<file path="config.mk">
export PLATFORM = sky130hd
export DESIGN_NAME = reset_cause_and_watchdog
export DESIGN_NICKNAME = d
export VERILOG_FILES = /design/src/reset_watchdog_pkg.sv /design/src/reset_cause_and_watchdog.sv
export SDC_FILE = /design/constraint.sdc
export NUM_CORES = 1
export LEC_CHECK = 0
export BUFFER_PORTS_ARGS = -buffer_cell sky130_fd_sc_hd__buf_2
export CORE_ASPECT_RATIO = 1.1
export CORE_MARGIN = 5
export CORE_UTILIZATION = 45
export CTS_CLUSTER_DIAMETER = 50
export DETAILED_ROUTE_END_ITERATION = 8
export PLACE_DENSITY_LB_ADDON = 0.1
export SYNTH_ARGS = -nofsm -noshare
export SYNTH_HDL_FRONTEND = slang
export SYNTH_SLANG_ARGS = --single-unit
</file>
<file path="constraint.sdc">
create_clock -name pclk -period 2.6 [get_ports pclk]
set_input_delay 0.39 -clock pclk [delete_from_list [all_inputs] [get_ports pclk]]
set_output_delay 0.39 -clock pclk [all_outputs]
set_load 0.03 [all_outputs]
</file>
<file path="src/reset_watchdog_pkg.sv">
// Constants, register map and state types for the reset-cause and watchdog block.
package reset_watchdog_pkg;

    // Register map on APB. The status register keeps its printed index; the others are free byte addresses.
    localparam int unsigned ADDR_W         = 8;
    localparam int unsigned DATA_W         = 32;
    localparam int unsigned STATUS_INDEX   = 3;
    localparam logic [7:0]  STATUS_ADDR    = 8'(4 * STATUS_INDEX);
    localparam logic [7:0]  OPTION_ADDR    = 8'h10;
    localparam logic [7:0]  IRQ_STAT_ADDR  = 8'h14;
    localparam logic [7:0]  IRQ_MASK_ADDR  = 8'h18;
    localparam logic [7:0]  STATE_ADDR     = 8'h1C;

    // Core status register layout.
    localparam int unsigned STATUS_W       = 8;
    localparam int unsigned PAGE_LSB       = 5;
    localparam int unsigned PAGE_W         = 3;
    localparam int unsigned TIMEOUT_BIT    = 4;
    localparam int unsigned POWERDOWN_BIT  = 3;
    localparam int unsigned ARITH_W        = 3;
    localparam logic [7:0]  STATUS_POR     = 8'h18;
    localparam logic [7:0]  STATUS_SW_MASK = 8'hE7;

    // Option register layout.
    localparam int unsigned OPTION_W       = 6;
    localparam logic [5:0]  OPTION_RESET   = 6'h3F;
    localparam int unsigned ASSIGN_BIT     = 3;
    localparam int unsigned RATIO_LSB      = 0;
    localparam int unsigned RATIO_W        = 3;

    // Interrupt status and mask layout.
    localparam int unsigned IRQ_W          = 2;
    localparam int unsigned IRQ_WATCHDOG   = 0;
    localparam int unsigned IRQ_MCLEAR     = 1;

    // Flag pairs {timeout, powerdown} per reset cause.
    localparam logic [1:0]  FLAGS_MC_WAKE  = 2'h2;
    localparam logic [1:0]  FLAGS_WD_RUN   = 2'h1;
    localparam logic [1:0]  FLAGS_WD_WAKE  = 2'h0;

    // Watchdog timing.
    localparam int unsigned PRESC_W        = 8;
    localparam int unsigned CLK_MHZ        = 200;
    localparam int unsigned TIMEOUT_MS     = 18;
    localparam int unsigned TIMEOUT_CYCLES = TIMEOUT_MS * CLK_MHZ * 1000;

    typedef enum logic [0:0] {
        CORE_RUN   = 1'b0,
        CORE_SLEEP = 1'b1
    } core_state_t;

endpackage

</file>
<file path="src/reset_cause_and_watchdog.sv">
// Reset-cause recorder, watchdog timer and shared prescaler with an APB register slave.
//
// Behaviour
// - Five reset causes: power-on, pin run, pin wake, watchdog run, watchdog wake.
// - Pin or watchdog wake-up from sleep performs a full reset, no resume.
// - Unaffected bits power up arbitrary and keep their value on non-power-on resets; here power-on clears them to zero.
// - Timeout and powerdown flags sit at status bits 4 and 3; power-on sets both.
// - Pin reset while running leaves both flags unchanged.
// - Pin wake-up sets timeout flag and clears powerdown flag.
// - Watchdog reset while running clears timeout flag, sets powerdown flag.
// - Watchdog wake-up clears both flags.
// - Status resets to 0001 1xxx on power-on, 000q quuu otherwise; here power-on loads 0001 1000.
// - Watchdog counts on its own free-running time base, also during sleep.
// - Watchdog time-out causes a device reset when running and when sleeping.
// - Enable fuse at zero disables the watchdog for good.
// - One 8-bit prescaler serves either core timer or watchdog, never both.
// - Assignment bit and three-bit ratio in option bits 3..0 select use and ratio.
// - Unprescaled time-out is 18 ms, about 2.3 s at ratio 1:128.
// - Clear instruction restarts watchdog and prescaler when assigned; software must repeat it.
// - Sleep instruction restarts watchdog and prescaler when assigned, for longest sleep.
// - Every reset sets the option bits to all ones.
`timescale 1ns/1ps
module reset_cause_and_watchdog #(
    parameter int unsigned TIMEOUT_CYCLES = reset_watchdog_pkg::TIMEOUT_CYCLES,
    parameter int unsigned PRESC_W        = reset_watchdog_pkg::PRESC_W
) (
    // Clock and power-on reset
    input  wire logic                                      pclk,
    input  wire logic                                      presetn,
    // APB slave
    input  wire logic                                      psel,
    input  wire logic                                      penable,
    input  wire logic                                      pwrite,
    input  wire logic [reset_watchdog_pkg::ADDR_W-1:0]     paddr,
    input  wire logic [reset_watchdog_pkg::DATA_W-1:0]     pwdata,
    output logic      [reset_watchdog_pkg::DATA_W-1:0]     prdata,
    output logic                                           pready,
    output logic                                           pslverr,
    // Pins and configuration
    input  wire logic                                      master_clear_pin_n,
    input  wire logic                                      watchdog_enable_fuse,
    // Processor core
    input  wire logic                                      clear_watchdog_instruction,
    input  wire logic                                      sleep_instruction,
    input  wire logic                                      core_timer_edge,
    output logic                                           core_timer_tick,
    output logic                                           device_reset,
    output logic                                           core_sleeping,
    output logic      [reset_watchdog_pkg::STATUS_W-1:0]   core_status_flags,
    output logic      [reset_watchdog_pkg::OPTION_W-1:0]   core_option,
    // Interrupt
    output logic                                           irq
);

    localparam int unsigned CNT_W = $clog2(TIMEOUT_CYCLES) + 1;

    reset_watchdog_pkg::core_state_t              state_r;
    logic [reset_watchdog_pkg::STATUS_W-1:0]      status_r;
    logic [reset_watchdog_pkg::OPTION_W-1:0]      option_r;
    logic [reset_watchdog_pkg::IRQ_W-1:0]         irq_stat_r;
    logic [reset_watchdog_pkg::IRQ_W-1:0]         irq_mask_r;
    logic [reset_watchdog_pkg::IRQ_W-1:0]         irq_stat_nxt;
    logic [CNT_W-1:0]                             base_cnt_r;
    logic [PRESC_W-1:0]                           presc_r;
    logic                                         mclear_prev_r;
    logic                                         fuse_r;
    logic                                         fuse_loaded_r;
    logic                                         pready_r;
    logic                                         pslverr_r;
    logic [reset_watchdog_pkg::DATA_W-1:0]        prdata_r;
    logic                                         device_reset_r;
    logic                                         core_timer_tick_r;
    logic                                         irq_r;

    logic                                         watchdog_on;
    logic                                         assign_wd;
    logic [reset_watchdog_pkg::RATIO_W-1:0]       ratio;
    logic [PRESC_W-1:0]                           wd_mask;
    logic [PRESC_W-1:0]                           tm_mask;
    logic                                         base_tick;
    logic                                         watchdog_fire;
    logic                                         mclear_event;
    logic                                         reset_event;
    logic                                         running;
    logic                                         clear_req;
    logic                                         sleep_req;
    logic                                         watchdog_restart;
    logic                                         apb_setup;
    logic                                         apb_write;
    logic [1:0]                                   flags_cur;
    logic [1:0]                                   flags_nxt;

    assign running   = (state_r == reset_watchdog_pkg::CORE_RUN);
    // The core clock is stopped in sleep, so instructions only count while running.
    assign clear_req = clear_watchdog_instruction && running;
    assign sleep_req = sleep_instruction && running;
    assign apb_setup = psel && !penable;
    assign apb_write = psel && penable && pready_r && pwrite;

    assign watchdog_on = fuse_r && fuse_loaded_r;
    assign assign_wd = option_r[reset_watchdog_pkg::ASSIGN_BIT];
    assign ratio     = option_r[reset_watchdog_pkg::RATIO_LSB +: reset_watchdog_pkg::RATIO_W];
    assign wd_mask   = PRESC_W'((32'h1 << ratio) - 32'h1);
    // The core timer sees ratios from 1:2 upward, one step above the watchdog's.
    assign tm_mask   = PRESC_W'((32'h2 << ratio) - 32'h1);

    assign base_tick     = watchdog_on && (base_cnt_r == CNT_W'(TIMEOUT_CYCLES - 1));
    assign watchdog_fire = base_tick && (!assign_wd || ((presc_r & wd_mask) == wd_mask));
    assign mclear_event  = mclear_prev_r && !master_clear_pin_n;
    assign reset_event   = mclear_event || watchdog_fire;
    assign watchdog_restart = clear_req || sleep_req || reset_event;

    assign flags_cur = {status_r[reset_watchdog_pkg::TIMEOUT_BIT], status_r[reset_watchdog_pkg::POWERDOWN_BIT]};

    // A pin reset outranks a watchdog time-out in the same cycle.
    always_comb begin
        flags_nxt = flags_cur;
        if (mclear_event) begin
            flags_nxt = running ? flags_cur : reset_watchdog_pkg::FLAGS_MC_WAKE;
        end else if (watchdog_fire) begin
            flags_nxt = running ? reset_watchdog_pkg::FLAGS_WD_RUN : reset_watchdog_pkg::FLAGS_WD_WAKE;
        end
    end

    // Fuse is caught once after reset release, so a later change cannot re-enable it.
    always_ff @(posedge pclk or negedge presetn) begin
        if (!presetn) begin
            fuse_r        <= 1'b0;
            fuse_loaded_r <= 1'b0;
        end else if (!fuse_loaded_r) begin
            fuse_r        <= watchdog_enable_fuse;
            fuse_loaded_r <= 1'b1;
        end
    end

    always_ff @(posedge pclk or negedge presetn) begin
        if (!presetn) begin
            mclear_prev_r <= 1'b1;
        end else begin
            mclear_prev_r <= master_clear_pin_n;
        end
    end

    always_ff @(posedge pclk or negedge presetn) begin
        if (!presetn) begin
            state_r <= reset_watchdog_pkg::CORE_RUN;
        end else begin
            case (state_r)
                reset_watchdog_pkg::CORE_RUN: begin
                    if (!reset_event && sleep_instruction) begin
                        state_r <= reset_watchdog_pkg::CORE_SLEEP;
                    end
                end
                reset_watchdog_pkg::CORE_SLEEP: begin
                    if (reset_event) begin
                        state_r <= reset_watchdog_pkg::CORE_RUN;
                    end
                end
                default: begin
                    state_r <= reset_watchdog_pkg::CORE_RUN;
                end
            endcase
        end
    end

    always_ff @(posedge pclk or negedge presetn) begin
        if (!presetn) begin
            device_reset_r <= 1'b0;
        end else begin
            device_reset_r <= reset_event;
        end
    end

    always_ff @(posedge pclk or negedge presetn) begin
        if (!presetn) begin
            base_cnt_r <= '0;
        end else if (!watchdog_on || watchdog_restart || base_tick) begin
            base_cnt_r <= '0;
        end else begin
            base_cnt_r <= base_cnt_r + CNT_W'(1);
        end
    end

    always_ff @(posedge pclk or negedge presetn) begin
        if (!presetn) begin
            presc_r <= '0;
        end else if (reset_event || apb_write && paddr == reset_watchdog_pkg::OPTION_ADDR) begin
            presc_r <= '0;
        end else if (assign_wd) begin
            if (!watchdog_on || clear_req || sleep_req) begin
                presc_r <= '0;
            end else if (base_tick) begin
                presc_r <= presc_r + PRESC_W'(1);
            end
        end else if (core_timer_edge) begin
            presc_r <= presc_r + PRESC_W'(1);
        end
    end

    // timer unscaled when watchdog owns it
    always_ff @(posedge pclk or negedge presetn) begin
        if (!presetn) begin
            core_timer_tick_r <= 1'b0;
        end else if (assign_wd) begin
            core_timer_tick_r <= core_timer_edge;
        end else begin
            core_timer_tick_r <= core_timer_edge && ((presc_r & tm_mask) == tm_mask);
        end
    end

    always_ff @(posedge pclk or negedge presetn) begin
        if (!presetn) begin
            status_r <= reset_watchdog_pkg::STATUS_POR;
        end else if (reset_event) begin
            status_r <= {{reset_watchdog_pkg::PAGE_W{1'b0}}, flags_nxt,
                         status_r[reset_watchdog_pkg::ARITH_W-1:0]};
        end else if (apb_write && paddr == reset_watchdog_pkg::STATUS_ADDR) begin
            status_r <= (status_r & ~reset_watchdog_pkg::STATUS_SW_MASK)
                      | (pwdata[reset_watchdog_pkg::STATUS_W-1:0] & reset_watchdog_pkg::STATUS_SW_MASK);
        end
    end

    always_ff @(posedge pclk or negedge presetn) begin
        if (!presetn) begin
            option_r <= reset_watchdog_pkg::OPTION_RESET;
        end else if (reset_event) begin
            option_r <= reset_watchdog_pkg::OPTION_RESET;
        end else if (apb_write && paddr == reset_watchdog_pkg::OPTION_ADDR) begin
            option_r <= pwdata[reset_watchdog_pkg::OPTION_W-1:0];
        end
    end

    // A new event wins over a write-one-to-clear in the same cycle.
    always_comb begin
        irq_stat_nxt = irq_stat_r;
        if (apb_write && paddr == reset_watchdog_pkg::IRQ_STAT_ADDR) begin
            irq_stat_nxt = irq_stat_nxt & ~pwdata[reset_watchdog_pkg::IRQ_W-1:0];
        end
        if (watchdog_fire) begin
            irq_stat_nxt[reset_watchdog_pkg::IRQ_WATCHDOG] = 1'b1;
        end
        if (mclear_event) begin
            irq_stat_nxt[reset_watchdog_pkg::IRQ_MCLEAR] = 1'b1;
        end
    end

    always_ff @(posedge pclk or negedge presetn) begin
        if (!presetn) begin
            irq_stat_r <= '0;
            irq_mask_r <= '0;
            irq_r      <= 1'b0;
        end else begin
            irq_stat_r <= irq_stat_nxt;
            irq_r      <= |(irq_stat_r & irq_mask_r);
            if (apb_write && paddr == reset_watchdog_pkg::IRQ_MASK_ADDR) begin
                irq_mask_r <= pwdata[reset_watchdog_pkg::IRQ_W-1:0];
            end
        end
    end

    // Zero-wait slave: read data and the answer are prepared in the setup cycle.
    always_ff @(posedge pclk or negedge presetn) begin
        if (!presetn) begin
            pready_r  <= 1'b0;
            pslverr_r <= 1'b0;
            prdata_r  <= '0;
        end else begin
            pready_r  <= apb_setup;
            pslverr_r <= 1'b0;
            prdata_r  <= '0;
            if (apb_setup) begin
                case (paddr)
                    reset_watchdog_pkg::STATUS_ADDR:   prdata_r <= 32'(status_r);
                    reset_watchdog_pkg::OPTION_ADDR:   prdata_r <= 32'(option_r);
                    reset_watchdog_pkg::IRQ_STAT_ADDR: prdata_r <= 32'(irq_stat_r);
                    reset_watchdog_pkg::IRQ_MASK_ADDR: prdata_r <= 32'(irq_mask_r);
                    reset_watchdog_pkg::STATE_ADDR:    prdata_r <= 32'({watchdog_on, state_r});
                    default: begin
                        pslverr_r <= 1'b1;
                    end
                endcase
            end
        end
    end

    assign prdata            = prdata_r;
    assign pready            = pready_r;
    assign pslverr           = pslverr_r;
    assign device_reset      = device_reset_r;
    assign core_sleeping     = state_r;
    assign core_status_flags = status_r;
    assign core_option       = option_r;
    assign core_timer_tick   = core_timer_tick_r;
    assign irq               = irq_r;
endmodule

</file>
==> results.py <==
metrics = {
    "run_status": {
        "status": "complete, no violations",
    },
    "clock_network": {
        "post-cts-setup-buffer-count": 0,
        "cts_max_level": 3,
        "clock-sinks": 66,
        "cts_buffers": 9,
        "cts_buffer_depth": 2,
        "cts.clk_slew.worst_paths_ns": 0.08,
        "cts_tree": "done",
        "clock_tree.root_cell": "clkbuf_8",
        "worstSkewPairLatency_ns": 0.35,
    },
    "critical_path": {
        "endpoint_kind": "flip-flop",
        "required_ns": 2.86,
        "path_class": "flip-flop to flip-flop",
        "path_buf_inv": 0,
        "worstPathArrival_ns": 2.73,
        "r2r_start": "base_cnt_r[0]",
        "critPathTopFamily": "simple AND/OR/NAND/NOR gates",
        "rr_worst_depth": 6,
        "crit_path_start_kind": "flip-flop",
        "cpPeakStageDelay_ns": 0.52,
        "reg2reg_to": "presc_r[5]",
        "crit_fanout": 9,
        "path_common_cell": "or4_4",
        "worstPathCellList": "ha_2, nand3_4, or4_4, o31a_4, or4_4, a211oi_2",
        "r2r_setup_slack_ns": 0.14,
        "crit_slowest_cell": "or4_4",
    },
    "yosys": {
        "synth_simple_gate_area_frac": 0.230,
        "synth_commonest_cells": "dfrtp_1, nor2_1, nand2_1, buf_4, nand3_1",
        "synth_area_leaders": "dfrtp_1, dfstp_2, buf_4",
        "synth_top_area_frac": 0.397,
        "ys_ff_latch": 66,
        "synthMuxAreaShare": 0.0299,
        "synthesis.area_mm2": 0.00360,
        "postSynth.asyncResetShare": 1.00,
        "synth_compound_area_frac": 0.128,
        "ys_seq_area_frac": 0.462,
        "synth_area_per_cell_um2": 9.59,
        "yosysMostFrequentCell": "dfrtp_1",
        "synth_top_family_by_area": "simple AND/OR/NAND/NOR gates",
        "yosysTopAreaCell": "dfrtp_1",
        "yosys.area_share.adder": 0.0132,
        "syn_inst": 375,
        "ys.flop_type": "dfrtp_1",
        "synth-edff-count": 0,
        "synth_xor_area_frac": 0.0560,
        "synthDistinctLibCells": 59,
        "ys_warn_count": 0,
    },
    "power_and_ir_drop": {
        "vdd_ir_drop_max_mv": 0.306,
        "leakagePower_nw": 1.86,
        "power_density_mw_per_mm2": 549,
    },
    "sta": {
        "setup_ws_ns": 0.137,
        "slew_headroom": 0.544,
        "min_period_ns": 2.46,
        "setup_viol": 0,
        "hold_viol": 0,
        "grt_setup_unrepaired": "no",
        "fin_worst_skew_ns": 0.00817,
        "clock.fmax_mhz": 406,
        "slew_viol_final": 0,
        "finalCritPeriodShare": 0.947,
        "finalSetupTns_ns": 0,
        "worst_pin_slew_ns": 0.684,
    },
    "floorplan": {
        "initial_core_util": 0.457,
        "die-area_mm2": 0.00988,
        "die_h_um": 104,
        "io_pins": 102,
        "die_w_um": 95.2,
        "core_region_area_mm2": 0.00787,
        "rows": 34,
    },
    "placement": {
        "pre_cts_ws_ns": 0.0347,
        "placed_cells": 538,
        "numPortBuffers": 53,
        "gp_congestion": 0.818,
        "hpwl_mm": 6.08,
    },
    "final_layout": {
        "fillCellCount": 744,
        "final_cells": 554,
        "layout-drive-gt1-share": 0.253,
        "antenna_cells": 0,
        "areaGrowthSynthToFinish_pct": 18.0,
        "fin_nets": 494,
    },
    "drt": {
        "antenna_left": 0,
        "num_vias": 2909,
        "drt_wl_total_mm": 8.35,
        "avgViaCountPerCell": 5.25,
        "drtIter0Drc": 122,
        "drc_errors": 0,
        "wl_per_cell_um": 15.1,
        "drtPass1Iterations": 4,
    },
    "global_routing": {
        "track_usage": 0.178,
        "grt_max_degree": 40,
        "antenna_found_initial": 0,
        "grt_pass1_vias": 2811,
        "grt_pass1_wl_mm": 14.0,
        "grt_overflow": 0,
    },
    "worst_hold_path": {
        "min_path_type": "primary input to async pin",
    },
    "job": {
        "drv_cap": 0,
    },
}
==> per-layer routing <==
metal,vias up,part of all wire,GRT usage
li1,1410,-,-
met3,12,0.047,0.0370
met5,-,0,0
met4,0,0.015,0.0588
met1,1436,0.44,0.227
met2,51,0.50,0.297
==> sequential cells by signal, indices dropped and copies added (netlist names) <==
signal             count
fuse_r                 1
core_option            6
device_reset           1
pready                 1
presc_r                8
base_cnt_r            23
irq_stat_r             2
mclear_prev_r          1
prdata                 8
core_timer_tick        1
fuse_loaded_r          1
core_sleeping          1
core_status_flags      8
irq                    1
pslverr                1
irq_mask_r             2
==> worst max path at each step <==
stage | from | end | slack [ns] | depth (start not counted)
final | base_cnt_r[0] | presc_r[5] | 0.14 | 6
after global routing | core_option[2] | core_status_flags[2] | 0.03 | 9
after CTS | base_cnt_r[0] | presc_r[5] | 0.02 | 6
after detailed placement | base_cnt_r[0] | presc_r[5] | 0.03 | 6
after global placement | base_cnt_r[0] | presc_r[5] | 0.07 | 6
after floorplan | core_option[2] | presc_r[6] | 0.04 | 12
==> cell families (layout without fill, tap and decap cells) <==
| family | Yosys count | in the layout |
|---|---|---|
| adders and majority gates | 4 | 4 |
| DFF | 66 | 66 |
| AOI/OAI and AO/OA | 62 | 62 |
| other | 2 | 25 |
| buffers and inverters | 47 | 95 |
| muxes | 10 | 10 |
| xor gates and xnor gates | 23 | 23 |
| and+or+nand+nor | 161 | 161 |
==> repair_timing <==
item                       CTS  global route
hold buffers                 0             0
pin swaps                    0             1
gates resized for setup      1             0
hold endpoints to repair     0             0
setup endpoints to repair    1             2
==> per-stage QoR <==
stage | util | instance area [um2] | total power [W] | hold WS (ns)
finish | 0.539 | 4240 | 0.00233 | 0.0846
global route | 0.539 | 4240 | 0.00242 | 0.118
CTS | 0.539 | 4240 | 0.00235 | 0.0984
detailed placement | 0.507 | 3990 | 0.00127 | 0.473
global placement | 0.507 | 3990 | 0.00127 | 0.462
floorplan | - | 3700 | 0.00122 | 0.0944
==> report_power, final <==
part           total, W  internal [W]  switching (W)
Clock           0.00108      0.000664       0.000415
Sequential      0.00106       0.00104      0.0000145
Combinational  0.000190     0.0000509       0.000139
Total           0.00233       0.00176       0.000569
==> layout by cell type (no fill, tap or decap), drive strengths merged, types with 3 or more instances in the layout <==
master,instances
buf,68
dfrtp,57
nor2,47
nand2,33
conb,25
nand3,24
xor2,14
inv,11
o21ai,11
clkbuf,10
nor3,9
xnor2,9
dfstp,9
a21oi,8
a211oi,8
and3,7
nor2b,6
nand4,6
mux2,6
o31ai,5
mux2i,4
nand2b,4
nor3b,4
or3,4
a22oi,4
a21boi,3
a221oi,3
o211ai,3
bufinv,3
or4,3
ha,3
==> layout make-up <==
type	count	area (um2)	area share
Clock buffer	10	138	0.0324
Clock inverter	6	114	0.0268
Inverter	11	41.3	0.00973
Multi-Input combinational cell	285	1750	0.412
Sequential cell	66	1660	0.392
Tap cell	108	135	0.0318
Timing Repair Buffer	68	403	0.0950
Power figures use the tool's default switching activity.
